===== src/hdl/cmm_pkg.sv =====
/*
 * Constants for the carrier modulator timing block: register indices, control bit positions,
 * reset values and timing counts.
 * Assumes a 100 MHz core clock that stands in for the oscillator.
 */
// Contract
// (RULE1) FSK mark lasts mark buffer plus one carrier periods, space lasts space buffer periods.
// (RULE2) Divide-by-two bit doubles every mark and space duration.
// (RULE3) Extended space turns the next loaded period into pure space of mark plus space.
// (RULE4) Later periods stay pure space while extended space stays enabled.
// (RULE5) Clearing extended space resumes mark then space at the next period.
// (RULE6) Extended space unit is 8 oscillator clocks in time mode, carrier periods in FSK.
// (RULE7) End-of-cycle flag sets when the counter reloads from the mark buffer.
// (RULE8) Interrupt request on flag set only if interrupt enable was already set; here a pending flag requests as soon as enable is set.
// (RULE9) Space buffer copies to active space register at every cycle end.
// (RULE10) Flag clears on status read followed by low mark or space access, and on reset.
// (RULE11) Software clears the flag in its service routine when interrupts are enabled.
// (RULE12) Mark buffer written in the service routine applies to the following period.
// (RULE13) Divide-by-two set clocks the transmitter at bus rate, clear at oscillator rate.
// (RULE14) External interrupt mask bit set masks external pin and keyscan interrupts.
// (RULE15) Baseband bit disables the carrier and holds the carrier output high.
// (RULE16) Mode bit selects FSK when 1 and time mode when 0; reset clears it.
// (RULE17) Software leaves baseband and mode bits alone during a transmission.
// (RULE18) Setting master enable initialises and starts the carrier and modulator clocks.
// (RULE19) Clearing master enable finishes the cycle, stops clocks, forces output low.
// (RULE20) Software initialises data and control registers before setting master enable.
// (RULE21) Twelve-bit buffers sit in three byte registers: nibbles, mark low, space low.
// (RULE22) Twelve-bit down counter; underflow closes gate; complement match to space reopens.
// (RULE23) Time mode counts oscillator divided by 8; mark is buffer plus one units.
// (RULE24) FSK swaps primary and secondary carrier pairs each time the mark expires.
// (RULE25) Upper nibbles register holds mark nibble in bits 7..4, space nibble in 3..0.
// (RULE26) Flag is read only; status writes leave it, other control bits read/write.
package cmm_pkg;
	localparam logic [1:0] CMM_IDX_CSR = 2'h0;
	localparam logic [1:0] CMM_IDX_NIB = 2'h1;
	localparam logic [1:0] CMM_IDX_MLO = 2'h2;
	localparam logic [1:0] CMM_IDX_SLO = 2'h3;
	localparam int CMM_B_EN = 0;
	localparam int CMM_B_IE = 1;
	localparam int CMM_B_MODE = 2;
	localparam int CMM_B_BASEBAND_BIT = 3;
	localparam int CMM_B_EXSP = 4;
	localparam int CMM_B_EIM = 5;
	localparam int CMM_B_DIVIDE_BY_TWO_BIT = 6;
	localparam int CMM_B_EOC = 7;
	localparam logic [7:0] CMM_CSR_RST = 8'h00;
	localparam logic [7:0] CMM_CSR_WMASK = 8'h7F;
	localparam logic [7:0] CMM_DATA_RST = 8'h00;
	localparam int CMM_CNT_W = 12;
	localparam int CMM_TIME_DIV = 8;
	localparam logic [2:0] CMM_TIME_LAST = 3'h7;
endpackage


===== src/hdl/cmm_modulator.sv =====
/*
 * Modulator timing block: control/status and period registers, 12-bit mark/space
 * counter, time and FSK modes, extended space, end-of-cycle flag and request.
 * Assumes the carrier generator is outside; its output arrives as a level on a pin.
 */
`timescale 1ns/10ps
module cmm_modulator
	import cmm_pkg::*;
(
	// Clock and reset
	input wire logic mclk_i,
	input wire logic rst_n_i,
	// Register port
	input wire logic [1:0] addr_i,
	input wire logic [7:0] wdata_i,
	input wire logic wr_i,
	input wire logic rd_i,
	output logic [7:0] rdata_o,
	// Carrier generator side
	input wire logic carrier_i,
	output logic carrier_run_o,
	output logic carrier_div_en_o,
	output logic carrier_sel_o,
	output logic carrier_baseband_bit_o,
	// Outputs
	output logic mod_gate_o,
	output logic mod_out_o,
	output logic eoc_irq_o,
	output logic ext_irq_mask_o
);
	import cmm_pkg::*;

	// ------------------------------------------------------------
	// Registers
	// ------------------------------------------------------------
	logic [7:0] csr_r;
	logic [7:0] nib_r;
	logic [7:0] mlo_r;
	logic [7:0] slo_r;
	logic eoc_r;
	logic armed_r;
	logic [7:0] rdata_r;
	logic [11:0] cnt_r;
	logic [11:0] active_space_register_r;
	logic in_space_r;
	logic run_r;
	logic exsp_act_r;
	logic sel_r;
	logic divide_by_two_bit_tgl_r;
	logic [2:0] pre_r;
	logic car_s1_r;
	logic car_s2_r;
	logic car_d_r;

	wire logic en_bit = csr_r[CMM_B_EN];
	wire logic ie_bit = csr_r[CMM_B_IE];
	wire logic fsk_bit = csr_r[CMM_B_MODE];
	wire logic baseband_bit_bit = csr_r[CMM_B_BASEBAND_BIT];
	wire logic exsp_bit = csr_r[CMM_B_EXSP];
	wire logic divide_by_two_bit_bit = csr_r[CMM_B_DIVIDE_BY_TWO_BIT];
	wire logic [11:0] mark_buf = {nib_r[7:4], mlo_r}; // see (RULE21) see (RULE25)
	wire logic [11:0] space_buf = {nib_r[3:0], slo_r}; // see (RULE21) see (RULE25)

	// ------------------------------------------------------------
	// Bus decode
	// ------------------------------------------------------------
	wire logic wr_csr = wr_i && (addr_i == CMM_IDX_CSR);
	wire logic wr_nib = wr_i && (addr_i == CMM_IDX_NIB);
	wire logic wr_mlo = wr_i && (addr_i == CMM_IDX_MLO);
	wire logic wr_slo = wr_i && (addr_i == CMM_IDX_SLO);
	wire logic rd_csr = rd_i && (addr_i == CMM_IDX_CSR);
	wire logic lo_acc = (wr_i || rd_i) && ((addr_i == CMM_IDX_MLO) || (addr_i == CMM_IDX_SLO));
	wire logic [7:0] csr_view = {eoc_r, csr_r[6:0]};
	wire logic [7:0] rd_mux = (addr_i == CMM_IDX_CSR) ? csr_view :
		(addr_i == CMM_IDX_NIB) ? nib_r :
		(addr_i == CMM_IDX_MLO) ? mlo_r : slo_r;

	// ------------------------------------------------------------
	// Count tick
	// ------------------------------------------------------------
	// Carrier pin is asynchronous; edge taken after the second stage
	wire logic car_rise = car_s2_r && !car_d_r;
	// Divide-by-two halves every count rate, doubling all durations
	wire logic div_ok = !divide_by_two_bit_bit || divide_by_two_bit_tgl_r; // see (RULE2) see (RULE13)
	wire logic time_tick = (pre_r == CMM_TIME_LAST) && div_ok; // see (RULE23) see (RULE6)
	wire logic fsk_tick = car_rise; // see (RULE1) see (RULE6)
	wire logic tick = run_r && (fsk_bit ? fsk_tick : time_tick); // see (RULE16)

	// Space ends when the complement of the decremented counter equals the active space value
	wire logic [11:0] cnt_dec = cnt_r - 12'h001;
	wire logic underflow = !in_space_r && (cnt_r == 12'h000);
	wire logic space_hit = in_space_r && ((~cnt_dec) == active_space_register_r); // see (RULE22)
	wire logic space_zero = underflow && (active_space_register_r == 12'h000);
	wire logic cyc_end = tick && (space_hit || space_zero); // see (RULE7)
	wire logic mark_end = tick && underflow && !exsp_act_r; // see (RULE24)

	// ------------------------------------------------------------
	// Register file
	// ------------------------------------------------------------
	always_ff @(posedge mclk_i or negedge rst_n_i) begin
		if (!rst_n_i) begin
			csr_r <= CMM_CSR_RST; // see (RULE14) see (RULE15) see (RULE16)
			nib_r <= CMM_DATA_RST;
			mlo_r <= CMM_DATA_RST;
			slo_r <= CMM_DATA_RST;
			rdata_r <= 8'h00;
		end else begin
			if (wr_csr) begin
				csr_r <= wdata_i & CMM_CSR_WMASK; // see (RULE26)
			end
			if (wr_nib) begin
				nib_r <= wdata_i;
			end
			if (wr_mlo) begin
				mlo_r <= wdata_i; // see (RULE12)
			end
			if (wr_slo) begin
				slo_r <= wdata_i;
			end
			rdata_r <= rd_i ? rd_mux : 8'h00;
		end
	end

	// Flag: set wins over a clear in the same cycle
	always_ff @(posedge mclk_i or negedge rst_n_i) begin
		if (!rst_n_i) begin
			eoc_r <= 1'b0; // see (RULE10)
			armed_r <= 1'b0;
		end else begin
			if (cyc_end) begin
				eoc_r <= 1'b1; // see (RULE7)
			end else if (armed_r && lo_acc) begin
				eoc_r <= 1'b0; // see (RULE10)
			end
			if (rd_csr) begin
				armed_r <= 1'b1;
			end else if (lo_acc) begin
				armed_r <= 1'b0;
			end
		end
	end

	// ------------------------------------------------------------
	// Modulator counter
	// ------------------------------------------------------------
	always_ff @(posedge mclk_i or negedge rst_n_i) begin
		if (!rst_n_i) begin
			cnt_r <= 12'h000;
			active_space_register_r <= 12'h000;
			in_space_r <= 1'b0;
			run_r <= 1'b0;
			exsp_act_r <= 1'b0;
			sel_r <= 1'b0;
			divide_by_two_bit_tgl_r <= 1'b0;
			pre_r <= 3'h0;
			car_s1_r <= 1'b0;
			car_s2_r <= 1'b0;
			car_d_r <= 1'b0;
		end else begin
			car_s1_r <= carrier_i;
			car_s2_r <= car_s1_r;
			car_d_r <= car_s2_r;
			divide_by_two_bit_tgl_r <= run_r ? !divide_by_two_bit_tgl_r : 1'b0;
			if (!run_r) begin
				pre_r <= 3'h0;
			end else if (div_ok) begin
				pre_r <= pre_r + 3'h1;
			end
			if (!run_r && en_bit) begin
				// Start from a fresh period with both buffers loaded
				run_r <= 1'b1; // see (RULE18)
				cnt_r <= mark_buf;
				active_space_register_r <= space_buf;
				in_space_r <= exsp_bit;
				exsp_act_r <= exsp_bit;
				sel_r <= 1'b0;
			end else if (cyc_end) begin
				cnt_r <= mark_buf; // see (RULE12)
				active_space_register_r <= space_buf; // see (RULE9)
				// Whole period turns to space while the bit stays set
				in_space_r <= exsp_bit; // see (RULE3) see (RULE4) see (RULE5)
				exsp_act_r <= exsp_bit;
				run_r <= en_bit; // see (RULE19)
			end else if (tick) begin
				cnt_r <= cnt_dec;
				if (underflow) begin
					in_space_r <= 1'b1; // see (RULE22)
				end
			end
			if (mark_end && fsk_bit) begin
				sel_r <= !sel_r; // see (RULE24)
			end
		end
	end

	// ------------------------------------------------------------
	// Outputs
	// ------------------------------------------------------------
	wire logic gate = run_r && !in_space_r;
	// Baseband keeps the carrier high so the gate alone shapes the output
	wire logic car_lvl = baseband_bit_bit ? 1'b1 : car_s2_r; // see (RULE15)

	always_ff @(posedge mclk_i or negedge rst_n_i) begin
		if (!rst_n_i) begin
			mod_out_o <= 1'b0;
			mod_gate_o <= 1'b0;
		end else begin
			mod_gate_o <= gate;
			mod_out_o <= gate && car_lvl; // see (RULE19)
		end
	end

	assign rdata_o = rdata_r;
	assign carrier_run_o = run_r; // see (RULE18)
	assign carrier_div_en_o = div_ok; // see (RULE13)
	assign carrier_sel_o = sel_r;
	assign carrier_baseband_bit_o = baseband_bit_bit;
	assign eoc_irq_o = eoc_r && ie_bit; // see (RULE8)
	assign ext_irq_mask_o = csr_r[CMM_B_EIM]; // see (RULE14)

	// ------------------------------------------------------------
	// Checks
	// ------------------------------------------------------------
	AST_EOC_SET: assert property (@(posedge mclk_i) disable iff (!rst_n_i) // see (RULE7)
		cyc_end |=> eoc_r) else $error("flag not set at cycle end");
	AST_EOC_CLR: assert property (@(posedge mclk_i) disable iff (!rst_n_i) // see (RULE10)
		(armed_r && lo_acc && !cyc_end) |=> !eoc_r) else $error("flag not cleared");
	AST_EOC_HOLD: assert property (@(posedge mclk_i) disable iff (!rst_n_i) // see (RULE26)
		(wr_csr && eoc_r) |=> eoc_r) else $error("csr write touched flag");
	AST_IRQ: assert property (@(posedge mclk_i) disable iff (!rst_n_i) // see (RULE8)
		(cyc_end && ie_bit && !wr_csr) |=> eoc_irq_o) else $error("no request");
	AST_ACTIVE_SPACE_REGISTER: assert property (@(posedge mclk_i) disable iff (!rst_n_i) // see (RULE9)
		(cyc_end && run_r) |=> (active_space_register_r == $past(space_buf))) else $error("space not copied");
	AST_EXSP: assert property (@(posedge mclk_i) disable iff (!rst_n_i) // see (RULE4)
		exsp_act_r |=> !mod_gate_o) else $error("mark in extended space");
	AST_TIME: assert property (@(posedge mclk_i) disable iff (!rst_n_i) // see (RULE23)
		(run_r && !fsk_bit && !divide_by_two_bit_bit && time_tick) |=> !time_tick [*7])
		else $error("time unit not 8");
	AST_STOP: assert property (@(posedge mclk_i) disable iff (!rst_n_i) // see (RULE19)
		!run_r |=> !mod_out_o) else $error("output not low when stopped");

	// ------------------------------------------------------------
	// Register port checks
	// ------------------------------------------------------------
	AST_RD_CSR: assert property (@(posedge mclk_i) disable iff (!rst_n_i) // see (RULE26)
		rd_csr |=> (rdata_o == {$past(eoc_r), $past(csr_r[6:0])}))
		else $error("status read wrong");
	AST_RD_NIB: assert property (@(posedge mclk_i) disable iff (!rst_n_i) // see (RULE25)
		(rd_i && (addr_i == CMM_IDX_NIB)) |=> (rdata_o == $past(nib_r)))
		else $error("nibble read wrong");
	AST_RD_MLO: assert property (@(posedge mclk_i) disable iff (!rst_n_i) // see (RULE21)
		(rd_i && (addr_i == CMM_IDX_MLO)) |=> (rdata_o == $past(mlo_r)))
		else $error("mark low read wrong");
	AST_RD_SLO: assert property (@(posedge mclk_i) disable iff (!rst_n_i) // see (RULE21)
		(rd_i && (addr_i == CMM_IDX_SLO)) |=> (rdata_o == $past(slo_r)))
		else $error("space low read wrong");
	AST_RDATA_IDLE: assert property (@(posedge mclk_i) disable iff (!rst_n_i) // see (RULE21)
		!rd_i |=> (rdata_o == 8'h00))
		else $error("read data without read");
	AST_WR_NIB: assert property (@(posedge mclk_i) disable iff (!rst_n_i) // see (RULE25)
		wr_nib |=> (nib_r == $past(wdata_i)))
		else $error("nibble write lost");
	AST_WR_MLO: assert property (@(posedge mclk_i) disable iff (!rst_n_i) // see (RULE21)
		wr_mlo |=> (mlo_r == $past(wdata_i)))
		else $error("mark low write lost");
	AST_WR_SLO: assert property (@(posedge mclk_i) disable iff (!rst_n_i) // see (RULE21)
		wr_slo |=> (slo_r == $past(wdata_i)))
		else $error("space low write lost");
	AST_CSR_WR: assert property (@(posedge mclk_i) disable iff (!rst_n_i) // see (RULE26)
		wr_csr |=> (csr_r == ($past(wdata_i) & CMM_CSR_WMASK)))
		else $error("control write wrong");
	AST_BIT7: assert property (@(posedge mclk_i) disable iff (!rst_n_i) // see (RULE26)
		1'b1 |-> !csr_r[CMM_B_EOC])
		else $error("flag position written");

	// ------------------------------------------------------------
	// Flag checks
	// ------------------------------------------------------------
	AST_FLAG_STICKY: assert property (@(posedge mclk_i) disable iff (!rst_n_i) // see (RULE10)
		(eoc_r && !(armed_r && lo_acc)) |=> eoc_r)
		else $error("flag lost without clear");
	AST_FLAG_QUIET: assert property (@(posedge mclk_i) disable iff (!rst_n_i) // see (RULE7)
		(!eoc_r && !cyc_end) |=> !eoc_r)
		else $error("flag set without cycle end");
	AST_ARM: assert property (@(posedge mclk_i) disable iff (!rst_n_i) // see (RULE10)
		rd_csr |=> armed_r)
		else $error("status read not noted");
	AST_IRQ_OFF: assert property (@(posedge mclk_i) disable iff (!rst_n_i) // see (RULE8)
		!ie_bit |-> !eoc_irq_o)
		else $error("request while disabled");

	// ------------------------------------------------------------
	// Counter checks
	// ------------------------------------------------------------
	AST_START: assert property (@(posedge mclk_i) disable iff (!rst_n_i) // see (RULE18)
		(!run_r && en_bit) |=> (run_r && (cnt_r == $past(mark_buf))))
		else $error("start did not load");
	AST_STAY_RUN: assert property (@(posedge mclk_i) disable iff (!rst_n_i) // see (RULE19)
		(run_r && !cyc_end) |=> run_r)
		else $error("stopped inside a cycle");
	AST_RUN_EN: assert property (@(posedge mclk_i) disable iff (!rst_n_i) // see (RULE18)
		(cyc_end && en_bit) |=> run_r)
		else $error("stopped while enabled");
	AST_RUN_OFF: assert property (@(posedge mclk_i) disable iff (!rst_n_i) // see (RULE19)
		(cyc_end && !en_bit) |=> !run_r)
		else $error("kept running after disable");
	AST_RELOAD: assert property (@(posedge mclk_i) disable iff (!rst_n_i) // see (RULE12)
		cyc_end |=> (cnt_r == $past(mark_buf)))
		else $error("mark not reloaded");
	AST_EXSP_LOAD: assert property (@(posedge mclk_i) disable iff (!rst_n_i) // see (RULE5)
		cyc_end |=> (in_space_r == $past(exsp_bit)))
		else $error("extended space not taken at load");
	AST_SPACE_ENTER: assert property (@(posedge mclk_i) disable iff (!rst_n_i) // see (RULE22)
		(tick && underflow && !cyc_end) |=> in_space_r)
		else $error("no space after underflow");
	AST_ACTIVE_SPACE_REGISTER_HOLD: assert property (@(posedge mclk_i) disable iff (!rst_n_i) // see (RULE9)
		(run_r && !cyc_end) |=> $stable(active_space_register_r))
		else $error("space register moved mid cycle");
	AST_CNT_HOLD: assert property (@(posedge mclk_i) disable iff (!rst_n_i) // see (RULE22)
		(run_r && !tick) |=> $stable(cnt_r))
		else $error("counter moved without tick");
	AST_CNT_DEC: assert property (@(posedge mclk_i) disable iff (!rst_n_i) // see (RULE22)
		(tick && !cyc_end) |=> (cnt_r == $past(cnt_dec)))
		else $error("counter did not decrement");
	AST_EXSP_HOLD: assert property (@(posedge mclk_i) disable iff (!rst_n_i) // see (RULE4)
		(run_r && !cyc_end) |=> $stable(exsp_act_r))
		else $error("extended space changed mid period");

	// ------------------------------------------------------------
	// Output checks
	// ------------------------------------------------------------
	AST_SEL: assert property (@(posedge mclk_i) disable iff (!rst_n_i) // see (RULE24)
		(mark_end && fsk_bit) |=> (carrier_sel_o != $past(carrier_sel_o)))
		else $error("pair not swapped");
	AST_SEL_TIME: assert property (@(posedge mclk_i) disable iff (!rst_n_i) // see (RULE24)
		(run_r && !fsk_bit) |=> $stable(carrier_sel_o))
		else $error("pair swapped in time mode");
	AST_GATE_DLY: assert property (@(posedge mclk_i) disable iff (!rst_n_i) // see (RULE22)
		run_r |=> (mod_gate_o == $past(gate)))
		else $error("gate output wrong");
	AST_BASEBAND_BIT_OUT: assert property (@(posedge mclk_i) disable iff (!rst_n_i) // see (RULE15)
		(baseband_bit_bit && gate) |=> mod_out_o)
		else $error("baseband mark not high");
	AST_CAR_FOLLOW: assert property (@(posedge mclk_i) disable iff (!rst_n_i) // see (RULE15)
		(!baseband_bit_bit && gate) |=> (mod_out_o == $past(car_s2_r)))
		else $error("mark does not follow carrier");
	AST_SPACE_OUT: assert property (@(posedge mclk_i) disable iff (!rst_n_i) // see (RULE22)
		(run_r && in_space_r) |=> !mod_out_o)
		else $error("output high in space");
	AST_GATE_OFF: assert property (@(posedge mclk_i) disable iff (!rst_n_i) // see (RULE19)
		!run_r |=> !mod_gate_o)
		else $error("gate open when stopped");

	// ------------------------------------------------------------
	// Check helpers
	// ------------------------------------------------------------
	// Cycles since the last time unit; bounds the unit length check
	logic [4:0] gap_r;

	always_ff @(posedge mclk_i or negedge rst_n_i) begin
		if (!rst_n_i) begin
			gap_r <= 5'h00;
		end else if (!run_r || time_tick) begin
			gap_r <= 5'h00;
		end else if (gap_r != 5'h1F) begin
			gap_r <= gap_r + 5'h01;
		end
	end

	// ------------------------------------------------------------
	// Rate checks
	// ------------------------------------------------------------
	AST_DIV_ALT: assert property (@(posedge mclk_i) disable iff (!rst_n_i) // see (RULE13)
		(run_r && divide_by_two_bit_bit && !wr_csr) |=> (carrier_div_en_o != $past(carrier_div_en_o)))
		else $error("halved rate not alternating");
	AST_DIV_FULL: assert property (@(posedge mclk_i) disable iff (!rst_n_i) // see (RULE13)
		!divide_by_two_bit_bit |-> carrier_div_en_o)
		else $error("full rate enable dropped");
	AST_PRE_IDLE: assert property (@(posedge mclk_i) disable iff (!rst_n_i) // see (RULE23)
		!run_r |=> (pre_r == 3'h0))
		else $error("prescaler not cleared");
	AST_UNIT_MAX: assert property (@(posedge mclk_i) disable iff (!rst_n_i) // see (RULE2)
		run_r |-> (gap_r < 5'(2 * CMM_TIME_DIV)))
		else $error("time unit too long");
endmodule


===== config.mk =====
export PLATFORM = sky130hd
export DESIGN_NAME = cmm_modulator
export DESIGN_NICKNAME = d
export VERILOG_FILES = /design/src/hdl/cmm_pkg.sv /design/src/hdl/cmm_modulator.sv
export SDC_FILE = /design/constraint.sdc
export NUM_CORES = 1
export LEC_CHECK = 0
export BUFFER_PORTS_ARGS = -buffer_cell sky130_fd_sc_hd__buf_4
export CELL_PAD_IN_SITES_DETAIL_PLACEMENT = 0
export CELL_PAD_IN_SITES_GLOBAL_PLACEMENT = 2
export CORE_ASPECT_RATIO = 1.75
export CORE_MARGIN = 2
export CORE_UTILIZATION = 30
export CTS_CLUSTER_SIZE = 16
export DETAILED_ROUTE_END_ITERATION = 16
export GPL_TIMING_DRIVEN = 0
export PLACE_DENSITY = 0.67
export SYNTH_ARGS = -nofsm -noshare
export SYNTH_HDL_FRONTEND = slang
export SYNTH_SLANG_ARGS = --single-unit

===== constraint.sdc =====
create_clock -name mclk_i -period 8.3 [get_ports mclk_i]
set_input_delay 0.415 -clock mclk_i [delete_from_list [all_inputs] [get_ports mclk_i]]
set_output_delay 0.415 -clock mclk_i [all_outputs]
set_load 0.1 [all_outputs]

==> impl_metrics.toml, run 1 <==
[power]
power.net_switching_uw = 538
leakagePower_nw = 1.99
internal_power_uw = 885
p_clk_frac = 0.260
ir_drop_uv = 131
power.total_mw = 1.42
pwr-share-comb = 0.342
p_per_area_nw_per_um2 = 303
switching_share = 0.378
p_seq_frac = 0.398

[floorplan]
row_count = 55
initial_utilization = 0.308
die_area_um2 = 14300
fp.dieH_um = 156
core_area_um2 = 12900
die_w_um = 91.1
io_pins = 31

[global_routing]
grt_pass1_vias = 2958
grt_max_degree = 79
antenna_found_initial = 0
grt_pass1_wl_um = 17600
grt_usage = 0.166
grt-ovfl-total = 0

[routing]
drt_iter0_markers = 166
totalWireLength_um = 11000
dr_total_vias = 2806
firstDrtPassIters = 4
via_per_inst = 5.09
post_drt_wl_per_cell_um = 20.1
ant_nets = 0
drt_drc_violations_left = 0

[clock_network]
worstSkewPairLatency_ps = 340
numCtsBuffers = 9
cts.clk_slew.worst_paths_ps = 60
cts_hold_buffers = 0
root_buffer = "clkbuf_16"
cts_buffer_depth = 2
post_cts_resized = 0
cts_tree = "yes"
cts_setup_buffers = 0
cts_sinks = 78
cts_htree_levels = 3

[sta]
setup_viol = 0
min_period_over_period = 0.417
hold_viol_final = 0
max_slew_margin = 0.310
finalWorstPathRequiredPeriod_ps = 3460
max_slew.worst_pin.slew_ps = 1030
rsz0062_at_grt = "false"
maxSlewViolCount = 0
whs_ps = 186
tns_ps = 0
fmax_mhz = 289
fin_skew_ps = 5.93

[layout]
antenna_cells = 0
nFillCells = 1360
drive_above_1_share = 0.258
post-route-util = 0.363
nNetsFinal = 393
final_area_um2 = 4700
areaGrowthSynthToFinish_pct = 18.0
final_common_cell = "dfrtp_1"
layout_common_cells = "dfrtp_1, mux2_2, buf_4"

[logic_synthesis]
synth.yosys.warnings = 0
syn_inst = 335
netlist_area_um2 = 3980
ys_seq_elements = 78
ys_seq_area_frac = 0.490
synthFlopType = "dfrtp_1"
synth-async-reset-ratio = 1.00
synth-edff-count = 0
avgSynthCellArea_um2 = 11.9
yosysUniqueCellTypes = 63
synth_fp_nets = 353

[setup_path]
critPathKind = "reg2reg"
cp_slowest_cell = "or4_1"
worstPathCellList = "inv_1, ha_1, nor3b_2, nand4b_1, or4_1, nand2_2, a21oi_4, nor2_8, buf_6, mux2_1"
worstSetupStartpointType = "flop"
required_ps = 8510
critPathMaxFanout = 10
arrival_ps = 3670
critPathMaxStageDelay_ps = 710
worst_setup_path_end_kind = "flop"

[placed_design]
portBuffers = 29
gp_congestion = 0.844
dpl_cell_area_um2 = 4420
dp_hpwl_um = 8330

[run_status]
status = "finished clean"

[hold_path]
min_path_type = "in2reg"

[flow_run]
cap_viol_max_count = 0
-- registers in the layout, summed over array words and instances (netlist names) --
name and flops:
active_space_register_r 12, armed_r 1, car_d_r 1, car_s1_r 1, car_s2_r 1, carrier_run_o 1, carrier_sel_o 1, cnt_r 12
csr_r 7, divide_by_two_bit_tgl_r 1, eoc_r 1, exsp_act_r 1, in_space_r 1, mlo_r 8, mod_gate_o 1, mod_out_o 1
nib_r 8, pre_r 3, rdata_o 8, slo_r 8
-- power by group through the flow --
stage / Clock (mW) / Combinational (mW) / Sequential [mW]
after floorplan: 0 / 0.304 / 0.617
after global routing: 0.399 / 0.532 / 0.578
after global placement: 0 / 0.485 / 0.571
final: 0.371 / 0.487 / 0.566
after detailed placement: 0 / 0.491 / 0.572
after CTS: 0.385 / 0.493 / 0.566
-- synth_stat cells, types with 10 or more instances --
cell type	number	area share
dfrtp_1	78	0.49
mux2_2	31	0.088
nor2_1	19	0.018
nand2_1	15	0.014
xnor2_1	14	0.031
mux2_1	13	0.037
and2_1	12	0.019
nor2b_1	10	0.016
o21ai_0	10	0.013
-- path summary, 6_finish.rpt --
check	start	end	slack (ps)	cells after the start
worst min-delay path	carrier_i	car_s1_r	190	1
worst max register to register	cnt_r[0]	active_space_register_r[6]	4840	10
worst min register to register	car_s1_r	car_s2_r	350	0
min in group asynchronous	rst_n_i	armed_r	240	1
max in group asynchronous	rst_n_i	car_s2_r	7370	1
worst max-delay path	cnt_r[0]	active_space_register_r[6]	4840	10
-- layer usage --
| layer | global-route usage | part of all wire |
|---|---|---|
| met5 | 0 | 0 |
| met4 | 0.0750 | 0.026 |
| met3 | 0.0207 | 0.017 |
| met2 | 0.305 | 0.55 |
| met1 | 0.192 | 0.40 |
-- stage by stage --
step                      setup slack, ps  instances
after CTS                            4800        551
after global routing                 4580        551
after detailed placement             4830        535
final                                4840        551
after floorplan                      5590        335
after global placement               4760        535
-- cell type report --
| type | instances | area [um2] | share of cell area |
|---|---|---|---|
| clock buffers | 14 | 264 | 0.0562 |
| flip-flops and latches | 78 | 1950 | 0.415 |
| inverters | 8 | 30.0 | 0.00639 |
| plain buffers | 15 | 81.3 | 0.0173 |
| clock inverters | 2 | 16.3 | 0.00346 |
| multi-input cells | 234 | 1930 | 0.410 |
| well taps | 171 | 214 | 0.0455 |
| repair buffers | 29 | 218 | 0.0463 |
-- logic make-up (layout without fill, tap and decap cells) --
logic type,count (synthesis),after routing,synth area share
simple gates,101,101,0.148
flops,78,78,0.490
compound gates,59,59,0.112
mux,54,54,0.175
buf+inv,23,68,0.0280
xor+xnor,17,17,0.0374
fa+ha+maj,3,3,0.00942
-- worst max-delay path: cells and delay by family, from the launching register on --
family | cells | cell delay, ps
AO/OA/AOI/OAI | 1 | 130
adder cells (fa/ha/maj) | 1 | 240
buffers and inverters | 2 | 300
flip-flops | 1 | 460
multiplexers | 1 | 320
AND/OR/NAND/NOR | 5 | 1880
(Power assumes the default switching activity.)
==> run 2, diff against run 1 <==
--- a/config.mk
+++ b/config.mk
@@ -14,7 +14,7 @@
 export CTS_CLUSTER_SIZE = 16
 export DETAILED_ROUTE_END_ITERATION = 16
 export GPL_TIMING_DRIVEN = 0
-export PLACE_DENSITY = 0.67
+export PLACE_DENSITY = 0.7
 export SYNTH_ARGS = -nofsm -noshare
 export SYNTH_HDL_FRONTEND = slang
 export SYNTH_SLANG_ARGS = --single-unit
==> constraint.sdc (replaced) <==
create_clock -name mclk_i -period 2.8 [get_ports mclk_i]
set_input_delay 0.14 -clock mclk_i [delete_from_list [all_inputs] [get_ports mclk_i]]
set_output_delay 0.14 -clock mclk_i [all_outputs]
set_load 0.1 [all_outputs]
==> run 2 against run 1 <==
  * Sequential share of layout area shrank 3.9 points
  * Largest cell class is now multi-input gates
  * The flow now finishes with violations (hold timing, setup timing)
  * Critical path type unchanged
  * Utilization is 3.8 points higher
  * Worst hold slack worse by 230 ps
==> impl_metrics.toml, run 2 (same netlist as run 1, synthesis figures left out) <==
[sta]
hold_viol_final = 25
setup_ws_ps = -11.9
min_period_over_period = 1.00
tns_ps = -33.5
setup_viol = 5
whs_ps = -44.3
fmax_mhz = 356
max_slew.worst_pin.slew_ps = 1010
rsz0062_at_grt = "true"
maxSlewViolCount = 0
fin_skew_ps = 5.17
finalWorstPathRequiredPeriod_ps = 2810
max_slew_margin = 0.325

[layout]
areaGrowthSynthToFinish_pct = 30.4
final_common_cell = "dfrtp_1"
nNetsFinal = 428
drive_above_1_share = 0.395
layout_common_cells = "dfrtp_1, buf_4, mux2_2"
antenna_cells = 0
final_cells = 586
top_regs = "active_space_register_r: 12 flops, cnt_r: 12 flops"

[routing]
drt_drc_violations_left = 0
drt_iter0_markers = 156
via_per_inst = 5.06
ant_nets = 0
totalWireLength_um = 11400
firstDrtPassIters = 4
post_drt_wl_per_cell_um = 19.5
dr_total_vias = 2963

[hold_path]
min_path_type = "in2async"

[floorplan]
fp.dieH_um = 156
core_area_um2 = 12900
die_area_um2 = 14300
io_pins = 31
die_w_um = 91.1
initial_utilization = 0.308
row_count = 55

[clock_network]
cts_tree = "yes"
root_buffer = "clkbuf_16"
cts_buffer_depth = 2
cts_sinks = 78
cts_htree_levels = 3
numCtsBuffers = 9
worstSkewPairLatency_ps = 330
cts.clk_slew.worst_paths_ps = 60

[setup_path]
r2r_start = "cnt_r[0]"
worstSetupStartpointType = "flop"
critPathMaxFanout = 5
critPathTopFamily = "simple AND/OR/NAND/NOR gates"
arrival_ps = 3030
worstPathCellList = "inv_2, ha_4, nor3b_4, buf_4, nand4b_1, or4_4, nand2_8, a21oi_4, nor2_8, buf_12, buf_8, mux2_4"
cp_slowest_cell = "or4_4"
r2r_end = "active_space_register_r[2]"
required_ps = 3010
critPathMaxStageDelay_ps = 630
worst_setup_path_end_kind = "flop"
critPathBufInv = 4
critPathKind = "reg2reg"
reg2regPathDepth = 12
r2r_slack_ps = -10

[power]
leakagePower_nw = 2.21
ir_drop_uv = 435
p_per_area_nw_per_um2 = 892

[placed_design]
portBuffers = 29
gp_congestion = 0.835
dpl.cell_count = 536
dp_hpwl_um = 8190

[global_routing]
grt_pass1_wl_um = 17800
grt_pass1_vias = 3054
grt_max_degree = 79
grt_usage = 0.167
antenna_found_initial = 0
grt-ovfl-total = 0

[flow_run]
cap_viol_max_count = 0

[run_status]
violations = "hold timing, setup timing"
status = "complete, but fails checks"
## run 2: changes by cell type in the layout (fill, tap and decap cells not counted), sizes merged
cell,change
buf,+33
clkbuf,-4
clkinv,+3
bufinv,+1
clkinvlp,+1
dlygate4sd3,+1
## run 2: worst max-delay path by stage
stage                                        to  cells past startpoint  slack [ps]      from
finish               active_space_register_r[2]                     12         -10  cnt_r[0]
global route         active_space_register_r[2]                     12         -90  cnt_r[0]
CTS                  active_space_register_r[9]                     11           6  cnt_r[2]
detailed placement   active_space_register_r[2]                     10        -690  cnt_r[0]
global placement     active_space_register_r[6]                     10        -680  cnt_r[0]
floorplan           active_space_register_r[10]                     10          90  cnt_r[0]
## run 2: repair_timing
item	CTS	global route
hold endpoints to repair	1	0
hold buffers	1	0
buffers inserted	19	13
endpoints found under the setup margin	28	21
gates cloned	1	0
pin swaps	8	7
gates resized for setup	23	24
## run 2: per-layer routing
metal	up-vias	track usage	routed length, um
li1	1383	-	-
met1	1492	0.180	4250
met2	64	0.314	6420
met3	24	0.0164	269
met4	0	0.0931	480
met5	-	0	0
## run 2: cell type report
cell class                      instances  area [um2]
Timing Repair Buffer                   64         522
Buffer                                 15        92.6
Inverter                                8        30.0
Multi-Input combinational cell        234        2090
Tap cell                              171         214
Clock buffer                            9         225
Clock inverter                          7        65.1
Fill cell                            1304        7740
Sequential cell                        78        1950
## run 2: metrics by stage
step                total power, mW  setup WS [ps]   util  hold WS, ps  instance area, um2
floorplan                      2.73           92.5      -         -156                3980
global placement               3.12           -681  0.341          250                4420
detailed placement             3.15           -690  0.342          254                4420
CTS                            4.53           5.75  0.388         21.5                5010
global route                   4.89          -94.9  0.401         59.7                5190
finish                         4.63          -11.9  0.401        -44.3                5190
## run 2: where the power goes
| group | switching [mW] | internal [mW] |
|---|---|---|
| sequential | 0.299 | 1.38 |
| clock | 0.456 | 0.683 |
| combinational | 0.981 | 0.833 |
